File: config.mk
export PLATFORM = sky130hd
export DESIGN_NAME = pir_router
export DESIGN_NICKNAME = d
export VERILOG_FILES = /design/src/core/pir_pkg.sv /design/src/core/pir_router.sv
export SDC_FILE = /design/constraint.sdc
export NUM_CORES = 1
export LEC_CHECK = 0
export BUFFER_PORTS_ARGS = -buffer_cell sky130_fd_sc_hd__clkbuf_2
export CORE_ASPECT_RATIO = 1.4
export CORE_UTILIZATION = 45
export DETAILED_ROUTE_END_ITERATION = 16
export PLACE_DENSITY = 0.77
export SLEW_MARGIN = 10
export SYNTH_ARGS = -nofsm -noshare
export SYNTH_HDL_FRONTEND = slang
export SYNTH_SLANG_ARGS = --single-unit
export TNS_END_PERCENT = 10
File: constraint.sdc
create_clock -name clk_in -period 2.2 [get_ports clk_in]
set_input_delay 0.66 -clock clk_in [delete_from_list [all_inputs] [get_ports clk_in]]
set_output_delay 0.66 -clock clk_in [all_outputs]
set_load 0.01 [all_outputs]
File: src/core/pir_pkg.sv
// constants for the pci interrupt router
package pir_pkg;
   // ----------------------------------------
   // line and irq counts
   // ----------------------------------------
   localparam int NUM_LINES = 8;
   localparam int NUM_IRQ_LEGACY = 16;
   localparam int NUM_IRQ_ADV = 24;
   localparam int SEL_W = 4;
   localparam int ADV_LINE_BASE = 16;
   // ----------------------------------------
   // shared line indices
   // ----------------------------------------
   localparam int LINE_A = 0;
   localparam int LINE_B = 1;
   localparam int LINE_C = 2;
   localparam int LINE_D = 3;
   localparam int LINE_E = 4;
   localparam int LINE_F = 5;
   localparam int LINE_G = 6;
   localparam int LINE_H = 7;
   // ----------------------------------------
   // fixed irq numbers
   // ----------------------------------------
   localparam int IRQ_TIMER = 0;
   localparam int IRQ_KBD = 1;
   localparam int IRQ_CASCADE = 2;
   localparam int IRQ_DISKETTE = 6;
   localparam int IRQ_RTC = 8;
   localparam int IRQ_MOUSE = 12;
   localparam int IRQ_FPU = 13;
   localparam int IRQ_DISK_PRI = 14;
   localparam int IRQ_DISK_SEC = 15;
   localparam logic [3:0] SERIAL_ONE_DEFAULT = 4'h4;
   localparam logic [3:0] PARALLEL_ONE_DEFAULT = 4'h7;
   // irqs a shared line may be steered onto in legacy mode
   localparam logic [15:0] LEGACY_SEL_MASK = 16'hDEF8;
   localparam logic [3:0] LINE_SEL_RESET = 4'h0;
   // ----------------------------------------
   // routing mode
   // ----------------------------------------
   typedef enum logic [1:0] {
      PIR_MODE_LEGACY = 2'h1,
      PIR_MODE_ADV = 2'h2
   } pir_mode_e;
endpackage : pir_pkg

File: src/core/pir_router.sv
// pci interrupt router: slot and lan pins to shared lines to system irqs
`timescale 1ns/1ns
module pir_router (
   // clock and reset
   input wire logic clk_in,
   input wire logic rst_b_in,
   input wire logic clk_en_in,
   // mode and steering selects
   input wire logic adv_mode_in,
   input wire logic [31:0] line_sel_in,
   input wire logic [3:0] serial_one_sel_in,
   input wire logic [3:0] parallel_one_sel_in,
   input wire logic [3:0] dyn_sel_in,
   // presence straps
   input wire logic mouse_present_in,
   input wire logic disk_pri_present_in,
   input wire logic disk_sec_present_in,
   // pci interrupt pins, active low level; dyn_int_in is active high
   input wire logic [3:0] slot1_int_b_in,
   input wire logic [3:0] slot2_int_b_in,
   input wire logic lan_int_b_in,
   input wire logic dyn_int_in,
   // fixed system sources, active high
   input wire logic timer_in,
   input wire logic kbd_in,
   input wire logic cascade_in,
   input wire logic serial_one_in,
   input wire logic diskette_in,
   input wire logic parallel_one_in,
   input wire logic rtc_in,
   input wire logic mouse_in,
   input wire logic fpu_in,
   input wire logic disk_pri_in,
   input wire logic disk_sec_in,
   input wire logic io_check_in,
   // results
   output logic [7:0] shared_line_out,
   output logic [23:0] irq_out,
   output logic nmi_out,
   output logic adv_active_out
);
   // ----------------------------------------
   // state
   // ----------------------------------------
   typedef struct packed {
      logic [3:0] s1_m;
      logic [3:0] s1;
      logic [3:0] s2_m;
      logic [3:0] s2;
      logic lan_m;
      logic lan;
      logic [11:0] sys_m;
      logic [11:0] sys;
      logic dyn_m;
      logic dyn;
      logic [2:0] pres;
      pir_pkg::pir_mode_e mode;
      logic [7:0] lines;
      logic [23:0] irq;
      logic nmi;
   } pir_state_s;

   pir_state_s state_reg;
   pir_state_s state_next;

   // legal legacy target for a shared line
   function automatic logic sel_ok(input logic [3:0] sel);
      sel_ok = pir_pkg::LEGACY_SEL_MASK[sel];
   endfunction : sel_ok

   // one-hot of a 4 bit irq number, zero when not legal
   function automatic logic [15:0] irq_hot(input logic [3:0] sel);
      irq_hot = sel_ok(sel) ? (16'h0001 << sel) : 16'h0000;
   endfunction : irq_hot

   // ----------------------------------------
   // next state
   // ----------------------------------------
   always_comb
   begin
      logic [7:0] ln;
      logic [15:0] leg;
      logic [3:0] sel;
      ln = 8'h00;
      leg = 16'h0000;
      sel = 4'h0;
      state_next = state_reg;
      // two-flop synchronisers on every interrupt pin and source input; the presence straps take one flop
      state_next.s1_m = ~slot1_int_b_in;
      state_next.s1 = state_reg.s1_m;
      state_next.s2_m = ~slot2_int_b_in;
      state_next.s2 = state_reg.s2_m;
      state_next.lan_m = ~lan_int_b_in;
      state_next.lan = state_reg.lan_m;
      state_next.sys_m = {io_check_in, disk_sec_in, disk_pri_in, fpu_in, mouse_in, rtc_in,
                          parallel_one_in, diskette_in, serial_one_in, cascade_in, kbd_in, timer_in};
      state_next.sys = state_reg.sys_m;
      state_next.dyn_m = dyn_int_in;
      state_next.dyn = state_reg.dyn_m;
      state_next.pres = {disk_sec_present_in, disk_pri_present_in, mouse_present_in};
      // one select for all lines
      state_next.mode = adv_mode_in ? pir_pkg::PIR_MODE_ADV : pir_pkg::PIR_MODE_LEGACY;
      // board wiring of pci pins onto shared lines, or-combined per line
      ln[pir_pkg::LINE_F] = state_reg.s1[0] | state_reg.s2[1];
      ln[pir_pkg::LINE_G] = state_reg.s1[1] | state_reg.s2[0];
      ln[pir_pkg::LINE_H] = state_reg.s1[2] | state_reg.s2[3];
      ln[pir_pkg::LINE_E] = state_reg.s1[3] | state_reg.s2[2];
      ln[pir_pkg::LINE_B] = state_reg.lan;
      state_next.lines = ln;
      // legacy steering, several lines may land on one irq
      for (int i = 0; i < pir_pkg::NUM_LINES; i++)
      begin
         sel = line_sel_in[i*pir_pkg::SEL_W +: pir_pkg::SEL_W];
         if (state_reg.lines[i] && state_reg.mode == pir_pkg::PIR_MODE_LEGACY)
         begin
            leg = leg | irq_hot(sel);
         end
      end
      // dynamic functions take a software chosen irq
      leg = leg | (state_reg.dyn ? irq_hot(dyn_sel_in) : 16'h0000);
      // fixed assignments
      leg[pir_pkg::IRQ_TIMER] = leg[pir_pkg::IRQ_TIMER] | state_reg.sys[0];
      leg[pir_pkg::IRQ_KBD] = leg[pir_pkg::IRQ_KBD] | state_reg.sys[1];
      leg[pir_pkg::IRQ_CASCADE] = state_reg.sys[2];
      leg = leg | (state_reg.sys[3] ? irq_hot(serial_one_sel_in) : 16'h0000);
      leg[pir_pkg::IRQ_DISKETTE] = leg[pir_pkg::IRQ_DISKETTE] | state_reg.sys[4];
      leg = leg | (state_reg.sys[5] ? irq_hot(parallel_one_sel_in) : 16'h0000);
      leg[pir_pkg::IRQ_RTC] = leg[pir_pkg::IRQ_RTC] | state_reg.sys[6];
      leg[pir_pkg::IRQ_MOUSE] = leg[pir_pkg::IRQ_MOUSE] | (state_reg.pres[0] & state_reg.sys[7]);
      leg[pir_pkg::IRQ_FPU] = leg[pir_pkg::IRQ_FPU] | state_reg.sys[8];
      if (state_reg.mode == pir_pkg::PIR_MODE_LEGACY)
      begin
         leg[pir_pkg::IRQ_DISK_PRI] = leg[pir_pkg::IRQ_DISK_PRI] | (state_reg.pres[1] & state_reg.sys[9]);
         leg[pir_pkg::IRQ_DISK_SEC] = leg[pir_pkg::IRQ_DISK_SEC] | (state_reg.pres[2] & state_reg.sys[10]);
      end
      state_next.irq[15:0] = leg;
      // advanced mode: lines a..h straight onto irq16..23, else absent
      if (state_reg.mode == pir_pkg::PIR_MODE_ADV)
      begin
         state_next.irq[23:16] = state_reg.lines;
      end
      else
      begin
         state_next.irq[23:16] = 8'h00;
      end
      state_next.nmi = state_reg.sys[11];
   end

   // ----------------------------------------
   // registers
   // ----------------------------------------
   always_ff @(posedge clk_in)
   begin
      if (!rst_b_in)
      begin
         state_reg <= '{mode: pir_pkg::PIR_MODE_LEGACY, default: '0};
      end
      else if (clk_en_in)
      begin
         state_reg <= state_next;
      end
   end

   assign shared_line_out = state_reg.lines;
   assign irq_out = state_reg.irq;
   assign nmi_out = state_reg.nmi;
   assign adv_active_out = (state_reg.mode == pir_pkg::PIR_MODE_ADV);
endmodule : pir_router

# Yosys cells after proc, flatten, opt, wreduce, memory -nomap -nowiden
# Memory sizes are Yosys's and may differ from the RTL's.
# Cells that the tools add are included.
# totals
ff_bits,79
mem_bits_ro,128
input_bits,73
out_inout_bits,34
wordCells,98
n_memories,8
# classes
n_lt_le_gt_ge,8
eq_ne,2
shifts,8
n_mux,27
n_bitwise,25
reduce_logical,5
# memory_table
name,depth,word_bits,rd,rd_ports_with_merged_regs,wr,line,text
(no name shown),16,1,1,0,0,pir_router.sv:68,sel_ok = pir_pkg::LEGACY_SEL_MASK[sel];
(no name shown),16,1,1,0,0,pir_router.sv:68,
(no name shown),16,1,1,0,0,pir_router.sv:68,
(no name shown),16,1,1,0,0,pir_router.sv:68,
(no name shown),16,1,1,0,0,pir_router.sv:68,
(no name shown),16,1,1,0,0,pir_router.sv:68,
2 more memories,n/a,n/a,n/a,n/a,n/a,n/a,
# ops
cell,count
$mux W16,16
$shl A1 B4 Y16 const A,8
$or A16 B16 Y16,7
$lt A4 B5 Y1 const B,8
$or A1 B1 Y1,12
$mux W1,8
$mux W8,1
$not A4 Y4,2
$logic_and A1 B1 Y1,5
$mux W2,2
$and A1 B1 Y1,3
$eq A2 B1 Y1 const B,1
$eq A2 B2 Y1 const B,1
$not A1 Y1,1

# Depth between registers and ports, before layout
# logic_depth
word_depth,19
mapped_depth,6
ltp_nobuf,5

# Worst setup path before layout
# OpenSTA, ideal clock, no wires.
# synth_timing
kind,input to register
startpoint,input clk_en_in
endpoint,register state_reg (netlist bit irq_out[6])
setup_time_ns,0.130
arrival_time_ns,1.727
t_required_ns,2.070
slack_ns,0.343
stages,5
n_path_buf,1
cell_sequence,buf_2 > inv_1 > or4_1 > a311oi_1 > a31oi_1
# synth_rtl
element,line,text
from (decl),pir_router.sv:7,"input wire logic clk_en_in,"
to (signal assigned),pir_router.sv:160,state_reg <= state_next;
to (decl),pir_router.sv:63,pir_state_s state_reg;

# Final worst setup path
# layout_timing
startpoint,register state_reg[34] (netlist name)
endpoint,output adv_active_out
# layout_via
elab_chain_cells,1
# layout_lines
element,line,text
$eq A2 B2 Y1,pir_router.sv:167,assign adv_active_out = (state_reg.mode == pir_pkg::PIR_MODE_ADV);
to (decl),pir_router.sv:40,output logic adv_active_out
# No other way between the ends.

==> impl_metrics.py <==
metrics = {
    "cts": {
        "numCtsBuffers": 9,
        "cts_hold_buf": 0,
        "cts_tree": "done",
        "cts_num_sinks": 76,
        "cts_root_buf": "clkbuf_16",
        "clk_pin_slew_ns": 0.06,
        "cts_setup_buffers": 0,
        "h-tree-depth": 3,
        "cts_resized": 0,
        "cts_buffer_depth": 2,
        "clk_latency_ns": 0.34,
    },
    "timing": {
        "fmax_ghz": 0.507,
        "drv_slew": 0,
        "hold_ws_ns": 0.462,
        "final-hold-violation-count": 0,
        "worstMarginPinSlew_ns": 0.569,
        "maxSlewHeadroom_pct": 61.1,
        "rsz0062_at_grt": "false",
        "min_period_ns": 1.97,
        "setup_viol": 0,
        "fin_crit_sh_pct": 89.6,
        "fin_skew_ns": 0.00526,
        "finalSetupTns_ns": 0,
    },
    "critical_path": {
        "cp.arrival_ns": 1.31,
        "critPathMaxStageDelay_ns": 0.58,
        "crit_chain": "nor2b_1 -> clkbuf_2",
        "crit_required_ns": 1.54,
        "startpoint_type": "flop",
        "startpoint": "state_reg[34]$_SDFFE_PN0P_",
        "setup.worst_path.end_class": "output port",
        "cpLargestDelayFamily": "flip-flops",
        "crit_buf_inv": 1,
        "crit_type": "reg -> out",
        "r2r-start": "state_reg[34]$_SDFFE_PN0P_",
        "critPathMaxFanout": 15,
        "cp_slowest_cell": "dfxtp_1",
    },
    "finish": {
        "n_antenna_cell": 0,
        "final_common_cell": "clkbuf_2",
        "layout_common_cells": "clkbuf_2 (87), dfxtp_1 (76), nor2b_1 (54), mux2i_1 (45), nand2_1 (41)",
        "design_area_mm2": 0.00466,
        "drive_gt1_share_pct": 22.0,
        "largest_reg_flops": 25,
        "finish.net_count": 590,
        "instances_no_fill": 627,
        "area_growth_pct": 16.1,
        "fin_util_pct": 54.2,
    },
    "yosys": {
        "yosys_warnings": 0,
        "synth_edf_count": 0,
        "synth_cell_type_count": 47,
        "synth_ff_type": "dfxtp_1",
        "syn_avg_cell_area_um2": 8.69,
        "synth_cells": 462,
        "ys_ff_latch": 76,
        "yosysSeqAreaShare_pct": 37.9,
        "syn_area_mm2": 0.00402,
        "synth_area_leaders": "dfxtp_1 (38%), mux2i_1 (11%), nor2b_1 (8.4%), buf_4 (6.0%), nand2_1 (3.8%)",
        "yosysTopAreaCell": "dfxtp_1",
        "async_flop_share_pct": 0,
        "synth_top_cell_area_share_pct": 37.9,
    },
    "grt": {
        "grt_max_degree": 66,
        "grt_pass1_wl_mm": 16.2,
        "overflow": 0,
        "grt.total_usage_pct": 23.1,
        "antenna_found_initial": 0,
        "grt_pass1_vias": 3383,
    },
    "power_and_ir_drop": {
        "cellLeakagePower_nw": 1.97,
        "power_density_mw_per_mm2": 744,
        "ir_drop_mv": 0.642,
    },
    "floorplanning": {
        "core-area_mm2": 0.00861,
        "dieArea_mm2": 0.00931,
        "die_h_um": 114,
        "die_x_um": 81.8,
        "io_pins": 107,
        "rows": 40,
        "start_util_pct": 46.7,
    },
    "routing": {
        "viasPerCell": 5.54,
        "first_pass_iters": 7,
        "wl_per_cell_um": 16.1,
        "drtAntennaViolNets": 0,
        "drt_first_iter_violations": 202,
        "wl_mm": 10.1,
        "vias": 3473,
        "drc_errors": 0,
    },
    "min_path": {
        "hp-class": "reg -> reg",
        "min_from": "irq_out[22]$_SDFFE_PN0P_",
    },
    "place": {
        "hpwl_mm": 7.56,
        "port_buffers": 88,
        "gp_congestion": 0.902,
        "postPlaceCellArea_mm2": 0.00434,
        "post-place-cells": 611,
    },
    "flow_run": {
        "drv_cap": 0,
    },
    "outcome": {
        "status": "complete, no violations",
    },
}
[synthesized netlist by cell type, types with 2 or more instances]
library cell and n:
dfxtp_1 76, nor2b_1 54, mux2i_1 45, nand2_1 41
buf_4 32, nor2_1 23, nand3_1 18, o21ai_0 18
clkbuf_1 17, a31oi_1 12, nor3_1 12, buf_2 9
o211a_1 9, nand2b_1 8, inv_1 7, nand4b_1 7
a21boi_1 5, a21oi_1 5, nand3b_1 5, nand4_1 5
o31ai_1 5, nor3b_1 4, nor4b_1 4, o22ai_1 4
o32ai_1 3, or3_1 3, or4_1 3, a311oi_1 2
a32oi_1 2, a41oi_1 2, and3_1 2, and4b_1 2
nor4_1 2, o221ai_1 2, o311a_1 2
[kinds of logic after synthesis]
family	share of synthesized area (%)
buffers and inverters	9.35
and+or+nand+nor	27.7
DFF	37.9
other	0.0934
muxes	11.2
AOI/OAI and AO/OA	13.8
[worst paths after layout]
path	end	slack (ns)	cells past startpoint
max reg2reg	irq_out[10]$_SDFFE_PN0P_	0.43	5
min	irq_out[22]$_SDFFE_PN0P_	0.46	2
min reg2reg	irq_out[22]$_SDFFE_PN0P_	0.46	2
max	adv_active_out	0.23	2
[worst min-delay path, cell delays in order, from the launching register on]
cell and delay [ns]:
dfxtp_1 0.31, nand2_1 0.06, a21boi_1 0.05
[metrics by stage]
stage	worst slack [ns]	total power, mW
floorplan	0.343	1.77
global placement	0.109	1.89
detailed placement	0.0846	1.90
CTS	0.227	3.50
global route	0.143	3.61
finish	0.228	3.47
[area by class of cell]
type / instances / area [um^2]
clock buffer: 9 / 225
clock inverter: 7 / 98.8
fill: 826 / 3940
inverter: 7 / 26.3
multi-input combinational: 326 / 2140
sequential: 76 / 1520
tap: 105 / 131
timing repair buffer: 97 / 523
[where the power goes]
part           total, mW  internal [mW]  switching [mW]
Combinational      0.386          0.172           0.214
Clock               1.60          0.998           0.600
Sequential          1.49           1.44          0.0436
Total               3.47           2.61           0.857
[metal layers]
layer	wire length (um)	track usage, %	up-vias
li1	-	-	1730
met1	4090	25.8	1599
met2	5160	40.4	128
met3	593	5.44	16
met4	240	10.6	0
met5	0	0	-
Note: power is estimated with default switching activity, not from simulation.
